--- src/gefl_pkg.sv ---
/*
  Constants for the second-level edge interrupt flag block: register
  offsets, field positions, reset values and edge-select codes.
  Assumes the register port of the device decodes eight-bit offsets.
*/
package gefl_pkg;

  // Register offsets on the device register port
  localparam logic [7:0] ADDR_SUMMARY = 8'h05;
  localparam logic [7:0] ADDR_EDGE_FLAGS = 8'h06;

  // Field layout
  localparam int NUM_PINS = 8;
  localparam int SUMMARY_PEND_BIT = 0;
  localparam int SEL_WIDTH = 2;

  // Reset values
  localparam logic [7:0] EDGE_FLAGS_RST = 8'h00;
  localparam logic SUMMARY_PEND_RST = 1'b0;
  localparam logic [7:0] RD_DATA_RST = 8'h00;
  localparam logic [7:0] UNMAPPED_RD = 8'h00;
  localparam logic [7:0] RSVD_RD = 8'h00;

  // Synchroniser depth for pin inputs
  localparam int SYNC_STAGES = 3;

  // Per-pin edge selection; code 0 masks the pin
  typedef enum logic [1:0] {
    GEFL_SEL_OFF = 2'b00,
    GEFL_SEL_RISE = 2'b01,
    GEFL_SEL_FALL = 2'b10,
    GEFL_SEL_BOTH = 2'b11
  } gefl_edge_sel_t;

endpackage : gefl_pkg
--- src/gefl_edge_if.sv ---
/*
  Carrier between the pin edge detector and the flag logic.
  Assumes both ends run on the same system clock.
*/
`timescale 1ns/100ps
interface gefl_edge_if #(
  parameter int N = 8
);
  logic [N-1:0] riseSeen;
  logic [N-1:0] fallSeen;

  modport src (output riseSeen, output fallSeen);
  modport snk (input riseSeen, input fallSeen);
endinterface : gefl_edge_if

--- src/gefl_edge_det.sv ---
/*
  Pin synchroniser and edge detector, one lane per general pin.
  Assumes pins are asynchronous to clk_sys; emits one-cycle pulses.
*/
`timescale 1ns/100ps
module gefl_edge_det #(
  parameter int N = 8
) (
  input wire logic clk_sys,     // System clock
  input wire logic rst_n,       // Async reset, active low
  input wire logic [N-1:0] pinIn, // Raw general pins
  gefl_edge_if.src edges        // Edge pulses out
);

  logic [N-1:0] sync1_r, sync2_r, sync3_r, level_r;
  logic [N-1:0] level_nxt, rise_nxt, fall_nxt, rise_r, fall_r;
  logic [2:0] fill_r, fill_nxt;
  logic armed;

  // Edges are judged only once the chain holds real pin samples
  localparam logic [2:0] FILL_DONE = 3'(gefl_pkg::SYNC_STAGES + 1);
  assign armed = (fill_r == FILL_DONE);

  // A change counts only when stages two and three agree
  always_comb begin
    level_nxt = level_r;
    rise_nxt = '0;
    fall_nxt = '0;
    fill_nxt = fill_r;
    if (!armed) begin
      // Learn the settled level so a pin high at release is no edge
      fill_nxt = fill_r + 3'h1;
      level_nxt = sync3_r;
    end else begin
      for (int i = 0; i < N; i++) begin
        if ((sync2_r[i] == sync3_r[i]) && (sync3_r[i] != level_r[i])) begin
          level_nxt[i] = sync3_r[i];
          rise_nxt[i] = sync3_r[i];
          fall_nxt[i] = ~sync3_r[i];
        end
      end
    end
  end

  // Chain and level clear at reset; no edge is reported until armed
  always_ff @(posedge clk_sys or negedge rst_n) begin
    if (!rst_n) begin
      sync1_r <= '0;
      sync2_r <= '0;
      sync3_r <= '0;
      level_r <= '0;
      rise_r <= '0;
      fall_r <= '0;
      fill_r <= 3'h0;
    end else begin
      fill_r <= fill_nxt;
      sync1_r <= pinIn;
      sync2_r <= sync1_r;
      sync3_r <= sync2_r;
      level_r <= level_nxt;
      rise_r <= rise_nxt;
      fall_r <= fall_nxt;
    end
  end

  assign edges.riseSeen = rise_r;
  assign edges.fallSeen = fall_r;

endmodule : gefl_edge_det

--- src/gefl_irq_flags.sv ---
/*
  Second-level interrupt flags: eight sticky pin edge flags and the
  group-8 summary flag, both cleared on read, plus the interrupt pin.
  Assumes a register port on clk_sys that gives one-cycle read strobes,
  and edge-select and global mask levels from the same clock domain.
  Assumes the host never writes these registers; reserved summary bits
  are driven as zero although their read value carries no meaning.
  Assumes group8Source is a clean pulse or level from logic on clk_sys,
  so it passes no synchroniser.
  Assumes N is at most eight; flags above bit seven are not readable.
  The interrupt pin idles high and is released during reset.
*/
`timescale 1ns/100ps
module gefl_irq_flags #(
  parameter int N = gefl_pkg::NUM_PINS
) (
  input wire logic clk_sys,               // System clock, 40 MHz
  input wire logic rst_n,                 // Async reset, active low
  input wire logic [N-1:0] generalPin,    // Asynchronous general pins
  input wire logic [2*N-1:0] pinEdgeSelect, // Two bits per pin, held elsewhere
  input wire logic globalIrqMask,         // 1 masks the interrupt pin
  input wire logic group8Source,          // Group-8 event, same clock
  input wire logic regRdStb,              // One-cycle read strobe
  input wire logic [7:0] regAddr,         // Register offset
  output logic [7:0] regRdData,           // Read data, registered
  output logic regRdValid,                // Read data valid pulse
  output logic [N-1:0] pinEdgeFlag,       // Edge flag view
  output logic group8Pending,             // Summary flag view
  output logic interruptOut_n             // Interrupt pin, active low
);

  // Edge pulses from the detector, one lane per pin
  gefl_edge_if #(.N(N)) edgeBus ();

  // Pins pass the three-stage synchroniser before any edge is judged,
  // so a slow pin edge is counted once, after it has settled
  gefl_edge_det #(.N(N)) uEdgeDet (
    .clk_sys(clk_sys),
    .rst_n(rst_n),
    .pinIn(generalPin),
    .edges(edgeBus.src)
  );

  // Flag state and its next values
  logic [N-1:0] edgeFlags_r, edgeFlags_nxt;
  logic summaryPend_r, summaryPend_nxt;
  logic [7:0] rdData_r, rdData_nxt;
  logic rdValid_r, rdValid_nxt;
  logic irqOutN_r, irqOutN_nxt;

  // Per-pin qualification and read decode
  logic [N-1:0] qualEdge;
  logic [N-1:0] pinEnabled;
  logic [7:0] edgeImage;
  logic rdEdge, rdSummary;
  logic anyPend;

  // Per-pin qualification against its edge-select code
  generate
    for (genvar g = 0; g < N; g++) begin : gQual
      gefl_pkg::gefl_edge_sel_t sel;
      assign sel = gefl_pkg::gefl_edge_sel_t'(pinEdgeSelect[2*g +: 2]);
      assign pinEnabled[g] = (sel != gefl_pkg::GEFL_SEL_OFF);
      logic hit;
      // Code 00 never qualifies, so a masked pin cannot set its flag
      always_comb begin
        case (sel)
          gefl_pkg::GEFL_SEL_RISE: hit = edgeBus.riseSeen[g];
          gefl_pkg::GEFL_SEL_FALL: hit = edgeBus.fallSeen[g];
          gefl_pkg::GEFL_SEL_BOTH: hit = edgeBus.riseSeen[g] | edgeBus.fallSeen[g];
          default: hit = 1'b0;
        endcase
      end
      assign qualEdge[g] = hit;
    end
  endgenerate

  // Eight-bit read image; masked pins and bits past N read zero.
  // Limitation: flags above bit seven never reach the read port.
  generate
    for (genvar b = 0; b < 8; b++) begin : gImage
      if (b < N) begin : gPin
        assign edgeImage[b] = edgeFlags_r[b] & pinEnabled[b];
      end else begin : gPad
        assign edgeImage[b] = 1'b0;
      end
    end
  endgenerate

  // Address decode of the read strobe; only one offset can match,
  // the chain just keeps the priority explicit
  always_comb begin
    rdEdge = 1'b0;
    rdSummary = 1'b0;
    if (regRdStb && (regAddr == gefl_pkg::ADDR_EDGE_FLAGS)) begin
      rdEdge = 1'b1;
    end else if (regRdStb && (regAddr == gefl_pkg::ADDR_SUMMARY)) begin
      rdSummary = 1'b1;
    end
  end

  // Edge flags: sticky, read-clear, set wins over a same-cycle read,
  // so an edge in the read cycle shows at the next read, never lost
  always_comb begin
    edgeFlags_nxt = edgeFlags_r;
    if (rdEdge) begin
      edgeFlags_nxt = '0;
    end
    edgeFlags_nxt = edgeFlags_nxt | qualEdge;
    // Masking forces zero even on a flag set before the mask
    edgeFlags_nxt = edgeFlags_nxt & pinEnabled;
  end

  // Edge flag register
  always_ff @(posedge clk_sys or negedge rst_n) begin
    if (!rst_n) begin
      edgeFlags_r <= gefl_pkg::EDGE_FLAGS_RST;
    end else begin
      edgeFlags_r <= edgeFlags_nxt;
    end
  end

  // Summary flag: set by group-8 event, cleared by reading its register;
  // an event beats a same-cycle read, which then reports the older state
  always_comb begin
    summaryPend_nxt = summaryPend_r;
    if (rdSummary) begin
      summaryPend_nxt = 1'b0;
    end
    if (group8Source) begin
      summaryPend_nxt = 1'b1;
    end
  end

  // Summary flag register
  always_ff @(posedge clk_sys or negedge rst_n) begin
    if (!rst_n) begin
      summaryPend_r <= gefl_pkg::SUMMARY_PEND_RST;
    end else begin
      summaryPend_r <= summaryPend_nxt;
    end
  end

  // Read data: value before the clear; unmapped offsets read zero
  // with no error, since the port has no way to signal one
  always_comb begin
    rdData_nxt = rdData_r;
    if (rdEdge) begin
      rdData_nxt = edgeImage;
    end else if (rdSummary) begin
      rdData_nxt = gefl_pkg::RSVD_RD;
      rdData_nxt[gefl_pkg::SUMMARY_PEND_BIT] = summaryPend_r;
    end else if (regRdStb) begin
      rdData_nxt = gefl_pkg::UNMAPPED_RD;
    end
  end

  // Read data holds until the next read
  always_ff @(posedge clk_sys or negedge rst_n) begin
    if (!rst_n) begin
      rdData_r <= gefl_pkg::RD_DATA_RST;
    end else begin
      rdData_r <= rdData_nxt;
    end
  end

  // Valid pulse: one cycle after every strobe, mapped or not
  always_comb begin
    rdValid_nxt = regRdStb;
  end

  // Valid flop
  always_ff @(posedge clk_sys or negedge rst_n) begin
    if (!rst_n) begin
      rdValid_r <= 1'b0;
    end else begin
      rdValid_r <= rdValid_nxt;
    end
  end

  // Unmasked demand; masked pins are already zero in the flags
  always_comb begin
    anyPend = (|edgeFlags_nxt) || summaryPend_nxt;
  end

  // Interrupt pin follows next flag state, so it tracks flags exactly;
  // the price is a longer path from the pins into the pin flop
  always_comb begin
    irqOutN_nxt = 1'b1;
    if (!globalIrqMask && anyPend) begin
      irqOutN_nxt = 1'b0;
    end
    if (globalIrqMask) begin
      irqOutN_nxt = 1'b1;
    end
  end

  // Pin flop resets to the released level
  always_ff @(posedge clk_sys or negedge rst_n) begin
    if (!rst_n) begin
      irqOutN_r <= 1'b1;
    end else begin
      irqOutN_r <= irqOutN_nxt;
    end
  end

  // Outputs straight from their flops
  assign regRdData = rdData_r;
  assign regRdValid = rdValid_r;
  assign pinEdgeFlag = edgeFlags_r;
  assign group8Pending = summaryPend_r;
  assign interruptOut_n = irqOutN_r;

endmodule : gefl_irq_flags

--- config.mk ---
export PLATFORM = sky130hd
export DESIGN_NAME = gefl_irq_flags
export DESIGN_NICKNAME = d
export VERILOG_FILES = /design/src/gefl_pkg.sv /design/src/gefl_edge_if.sv /design/src/gefl_edge_det.sv /design/src/gefl_irq_flags.sv
export SDC_FILE = /design/constraint.sdc
export NUM_CORES = 1
export LEC_CHECK = 0
export BUFFER_PORTS_ARGS = -buffer_cell sky130_fd_sc_hd__buf_2
export CAP_MARGIN = 40
export CORE_ASPECT_RATIO = 1.25
export CORE_UTILIZATION = 48
export CTS_CLUSTER_DIAMETER = 100
export DETAILED_ROUTE_END_ITERATION = 16
export MAX_ROUTING_LAYER = met4
export PLACE_DENSITY = 0.74
export SLEW_MARGIN = 0
export SYNTH_ARGS = -nofsm -noshare
export SYNTH_HDL_FRONTEND = slang
export SYNTH_HIERARCHICAL = 1
export SYNTH_SLANG_ARGS = --single-unit
--- constraint.sdc ---
create_clock -name clk_sys -period 1.6 [get_ports clk_sys]
set_input_delay 0.16 -clock clk_sys [delete_from_list [all_inputs] [get_ports clk_sys]]
set_output_delay 0.16 -clock clk_sys [all_outputs]
set_load 0.02 [all_outputs]
# ---- Yosys cells after proc, flatten, opt, wreduce, memory -nomap -nowiden
# Index checks and enable logic that the tools add are counted.
dict set report word_totals {
  register_bits 70
  in_bits 37
  wordCells 166
}
dict set report op_classes {
  n_addsub 1
  n_eq_ne 51
  n_mux 46
  bitwise 26
  n_reduce_logical 23
}
# operator n
set op_table {}
lappend op_table {{8-bit 2-to-1 mux} 7}
lappend op_table {{2-bit == test, second input constant} 16}
lappend op_table {{1-bit 2-to-1 mux} 31}
lappend op_table {{1-bit one-hot mux with 3 select lines} 8}
lappend op_table {{2-bit by 1-bit == test with 1-bit output, second input constant} 8}
lappend op_table {{8-bit by 3-bit == test with 1-bit output, second input constant} 2}
lappend op_table {{2-bit inequality test, second input constant} 8}
lappend op_table {{2-bit nonzero test} 8}
lappend op_table {{1-bit logical AND} 11}
lappend op_table {{1-bit AND} 8}
lappend op_table {{8-bit AND} 1}
lappend op_table {{1-bit == test} 8}
lappend op_table {{1-bit inequality test} 8}
lappend op_table {{1-bit inverter} 8}
lappend op_table {{1-bit OR} 8}
lappend op_table {{8-bit OR} 1}
lappend op_table {{8-bit OR reduction} 1}
lappend op_table {{3-bit by 1-bit adder with 3-bit output, second input constant} 1}
lappend op_table {{3-bit == test, second input constant} 1}
lappend op_table {{3-bit nonzero test} 1}
lappend op_table {{1-bit logical NOT} 1}
lappend op_table {{1-bit logical OR} 1}

# ---- Depth between registers and ports, before layout
dict set report depth {
  depth_word 11
  depth_mapped 7
  ltp_nobuf 5
}

# ---- Modules after synthesis
# Netlist, hierarchy kept.
# mod n_inst cells_each area_each_um2
set modules_own_cells {}
lappend modules_own_cells {gefl_edge_det 1 122 1747.9}
lappend modules_own_cells {gefl_irq_flags 1 80 864.6}

# ---- Least setup slack after synthesis
# OpenSTA, ideal clock, no wires.
dict set report synth_timing {
  kind {input to register}
  startpoint {in regAddr[5]}
  endpoint {reg irqOutN_r (netlist: interruptOut_n)}
  setup_time_ns 0.097
  t_arrival_ns 1.583
  required_ns 1.503
  path_slack_ns -0.081
  cell_stages 6
  path_cell_list {nor4_4 > and3_1 > buf_6 > o21ai_2 > or4_4 > o41ai_2}
}
dict set report synth_via {
  elab_chain_cells 11
}
# item line
set synth_lines {}
lappend synth_lines {{from (decl)} gefl_irq_flags.sv:24} ;# input wire logic [7:0] regAddr,
lappend synth_lines {{8-bit by 3-bit == test with 1-bit output} gefl_irq_flags.sv:95} ;# if (regRdStb && (regAddr == gefl_pkg::ADDR_EDGE_FLAGS)) begin
lappend synth_lines {{1-bit logical AND} gefl_irq_flags.sv:95}
lappend synth_lines {{1-bit 2-to-1 mux} gefl_irq_flags.sv:95}
lappend synth_lines {{8-bit 2-to-1 mux} gefl_irq_flags.sv:106} ;# if (rdEdge) begin
lappend synth_lines {{8-bit OR} gefl_irq_flags.sv:109} ;# edgeFlags_nxt = edgeFlags_nxt | qualEdge;
lappend synth_lines {{8-bit AND} gefl_irq_flags.sv:111} ;# edgeFlags_nxt = edgeFlags_nxt & pinEnabled;
lappend synth_lines {{named net edgeFlags_nxt[3]} gefl_irq_flags.sv:45} ;# logic [N-1:0] edgeFlags_r, edgeFlags_nxt;
lappend synth_lines {{8-bit OR reduction} gefl_irq_flags.sv:183} ;# anyPend = (|edgeFlags_nxt) || summaryPend_nxt;
lappend synth_lines {{1-bit logical OR} gefl_irq_flags.sv:183}
lappend synth_lines {{1-bit logical AND} gefl_irq_flags.sv:190} ;# if (!globalIrqMask && anyPend) begin
lappend synth_lines {{1-bit 2-to-1 mux} gefl_irq_flags.sv:190}
lappend synth_lines {{1-bit 2-to-1 mux} gefl_irq_flags.sv:193} ;# if (globalIrqMask) begin
lappend synth_lines {{named net irqOutN_nxt} gefl_irq_flags.sv:49} ;# logic irqOutN_r, irqOutN_nxt;
lappend synth_lines {{to (signal assigned)} gefl_irq_flags.sv:203} ;# irqOutN_r <= irqOutN_nxt;
lappend synth_lines {{to (decl)} gefl_irq_flags.sv:49}
# The timed path passes the listed nets, and every way through them passes these cells.
# A chain may end at the register's enable or synchronous reset.

# ---- Final worst setup path
dict set report layout_timing {
  startpoint {reg uEdgeDet.rise_r[1] (netlist: uEdgeDet/edges.riseSeen[1])}
  endpoint {reg irqOutN_r (netlist: interruptOut_n)}
}
dict set report layout_via {
  elab_chain_cells 9
}
# item line
set layout_lines {}
lappend layout_lines {{from (decl)} gefl_edge_det.sv:16} ;# logic [N-1:0] level_nxt, rise_nxt, fall_nxt, rise_r, fall_r;
lappend layout_lines {{from (signal assigned)} gefl_edge_det.sv:61} ;# rise_r <= rise_nxt;
lappend layout_lines {{1-bit OR} gefl_irq_flags.sv:70} ;# gefl_pkg::GEFL_SEL_BOTH: hit = edgeBus.riseSeen[g] | edgeBus.fallSeen[g];
lappend layout_lines {{1-bit one-hot mux with 3 select lines *} gefl_irq_flags.sv:67} ;# case (sel)
lappend layout_lines {{8-bit OR *} gefl_irq_flags.sv:109}
lappend layout_lines {{8-bit AND *} gefl_irq_flags.sv:111}
lappend layout_lines {{named net edgeFlags_nxt[1]} gefl_irq_flags.sv:45}
lappend layout_lines {{8-bit OR reduction *} gefl_irq_flags.sv:183}
lappend layout_lines {{1-bit logical OR *} gefl_irq_flags.sv:183}
lappend layout_lines {{1-bit logical AND *} gefl_irq_flags.sv:190}
lappend layout_lines {{1-bit 2-to-1 mux *} gefl_irq_flags.sv:190}
lappend layout_lines {{1-bit 2-to-1 mux *} gefl_irq_flags.sv:193}
lappend layout_lines {{named net irqOutN_nxt} gefl_irq_flags.sv:49}
# The timed path passes the listed nets; every way through them passes the cells marked *.

==> metrics.md <==
| Metric | Value |
|---|---|
| Most frequent cells in the layout | `dfrtp_1 (69), buf_2 (55), o21ai_0 (20)` |
| Number of synthesized flops with an enable pin | `0` |
| Fmax | `0.6450 GHz` |
| Largest net degree at the start of global routing | `35` |
| Most common cell after layout, fill and taps aside | `dfrtp_1` |
| Clock latency on the worst-skew pair | `330 ps` |
| Clock Tree Buf Depth | `2` |
| Count of final hold-check violations | `0` |
| Combined area of the multi-input logic cells | `728.2 um^2` |
| Critical path fanouts, max | `2` |
| IO Count | `56` |
| Routed wl met3 | `194 um` |
| Final wirelength | `5.085 mm` |
| #FFs+latches synth | `70` |
| Level count of the clock H-tree | `3` |
| Area delta synth->final | `29.79%` |
| Fin util | `65.81%` |
| Status | `completed` |
| WL met2 | `2.751 mm` |
| Max-slew violation count | `0` |
| Synth unique cells | `33` |
| YS warnings | `6` |
| Nets | `329` |
| Leakage | `1.620 nW` |
| Number of global-route vias before repair | `1821` |
| Crit. End Element | `flip-flop` |
| Fraction of registers with async set/reset | `100.0%` |
| Diodes inserted | `0` |
| PwrDens | `1146 mW/mm^2` |
| Initial antenna violation count | `0` |
| Starting density of the core | `50.70%` |
| Dominant synthesized flop cell | `dfrtp_1` |
| Post-Synthesis Cells | `202` |
| Drt drc | `0` |
| CP Data Arrival Time | `1790 ps` |
| Register area share after synthesis | `67.10%` |
| DRT antenna net count | `0` |
| Worst-margin pin slew | `445.6 ps` |
| Row cnt | `29` |
| TritonCTS clock tree | `done` |
| Final WS setup | `49.61 ps` |
| GRT Total Usage | `20.25%` |
| Req. time, crit path | `1830 ps` |
| RSZ-0062 raised after global routing | `no` |
| Worst vdd ir | `0.6979 mV` |
| Routed len/inst | `14.24 um` |
| Endpoints failing setup | `0` |
| Overall Power | `3.885 mW` |
| Via count | `1860` |
| Placed Area | `0.003084 mm^2` |
| Critical path class | `reg -> reg` |
| Pre-CTS setup slack | `-337.0 ps` |
| Drt pass-1 iters | `5` |
| Vias per cell | `5.210` |
| DR top layer | `met4` |
| Final instance area | `0.003391 mm^2` |
| Synth Net Count | `241` |
| DPL Wire Length | `3.621 mm` |
| Reg clk slew, reported paths | `70 ps` |
| Slew HR | `70.29%` |
| First-pass GRT wire length | `7.948 mm` |
| Mapped Area | `0.002613 mm^2` |
| Die Wd | `67.99 um` |
| GRT overflow | `0` |
| Startpoint types | `flip-flop` |
| Syn Area/Cell | `12.93 um^2` |
| Share of cells above drive strength 1 | `34.24%` |
| Root Buffer | `clkbuf_8` |
| Metal1 wirelength | `2.009 mm` |
| Die area | `0.005744 mm^2` |
| Routability cong. | `0.7890` |
| Cts bufs inserted | `9` |
| Fillers | `405` |
| Initial DRC count | `140` |
| Core area | `0.005152 mm^2` |
| Min-Delay Path Class | `in -> reg` |
| Die Y | `84.49 um` |
| Max-cap check violation count | `0` |
| Reg area | `0.001753 mm^2` |
| Clk sinks | `70` |
| Skew final | `7.636 ps` |
| I/O Buffers | `55` |
| Minimum clock period | `1550 ps` |
| Fin crit share | `96.90%` |
## flip-flops by register name (all words and copies together) (netlist names)
signal and count:
group8Pending 1, interruptOut_n 1, pinEdgeFlag 8, regRdData 8
regRdValid 1, uEdgeDet/edges.fallSeen 8, uEdgeDet/edges.riseSeen 8, uEdgeDet/fill_r 3
uEdgeDet/level_r 8, uEdgeDet/sync1_r 8, uEdgeDet/sync2_r 8, uEdgeDet/sync3_r 8
## area by class of cell
class | count | share of cell area (%)
sequential | 70 | 51.70
timing repair buffer | 83 | 16.09
tap | 62 | 2.288
clock inverter | 4 | 2.066
multi-input combinational | 107 | 21.48
clock buffer | 12 | 4.280
inverter | 19 | 2.103
## path summary, 6_finish.rpt
kind,startpoint,end,slack (ps),cells past startpoint
max in group asynchronous,rst_n,regRdData[7]$_DFFE_PN0P_,770,3
hold / removal,globalIrqMask,interruptOut_n$_DFF_PN1_,30,3
hold reg to reg,uEdgeDet/sync1_r[3]$_DFF_PN0_,uEdgeDet/sync2_r[3]$_DFF_PN0_,350,0
setup reg to reg,uEdgeDet/edges.riseSeen[1]$_DFF_PN0_,interruptOut_n$_DFF_PN1_,50,4
min in group asynchronous,rst_n,uEdgeDet/level_r[4]$_DFFE_PN0P_,310,2
setup / recovery,uEdgeDet/edges.riseSeen[1]$_DFF_PN0_,interruptOut_n$_DFF_PN1_,50,4
## worst max-delay path, cell delays in order (launching register included)
cell	delay [ps]
dfrtp_1	370
a22oi_1	230
o21ai_2	100
or4_4	510
o41ai_2	230
## Yosys cell counts, types with 3 or more instances
master	instances	share of area, %
o211ai_1	10	2.9
nor4b_1	6	2.0
inv_1	19	2.7
buf_6	5	2.2
nor3_1	8	1.5
dfrtp_1	69	66
a22oi_1	8	2.3
o21ai_0	21	4.0
nand2_1	12	1.7
nand4_1	8	1.9
a21oi_1	3	0.57
o22ai_1	7	1.7
## power by group
part,switching [mW],total [mW],internal (mW)
sequential,0.0744,1.95,1.88
combinational,0.218,0.416,0.198
clock,0.598,1.51,0.916
total,0.890,3.88,2.99
## routing by layer
| layer | GRT usage [%] | vias to the layer above |
|---|---|---|
| met5 | - | - |
| met4 | 12.88 | 0 |
| met3 | 5.299 | 12 |
| met2 | 33.07 | 52 |
| met1 | 20.74 | 890 |
| li1 | - | 906 |
## kinds of logic (layout without fill, tap and decap cells)
family | after synthesis | after routing | synth area share (%)
buffers and inverters | 25 | 118 | 5.076
AOI/OAI and AO/OA | 53 | 53 | 12.93
DFF | 70 | 70 | 67.10
xor gates and xnor gates | 1 | 1 | 0.3353
muxes | 1 | 1 | 0.4310
and+or+nand+nor | 50 | 50 | 13.17
adders and majority gates | 2 | 2 | 0.9577
## what timing repair did
action,CTS,global route
hold buffers,9,0
buffers inserted,0,0
endpoints found under the setup margin,0,1
hold endpoints to repair,22,0
resized for setup,0,2
## per-stage QoR
| step | cells | setup TNS, ps | hold WS [ps] |
|---|---|---|---|
| final | 357 | 0 | 29.52 |
| after global routing | 357 | 0 | 13.59 |
| after CTS | 357 | 0 | 13.06 |
| after detailed placement | 332 | -337.0 | 127.0 |
| after global placement | 332 | -234.8 | 122.8 |
| after floorplan | 202 | 0 | -135.6 |
No activity file was read; power rests on OpenSTA's default activity.
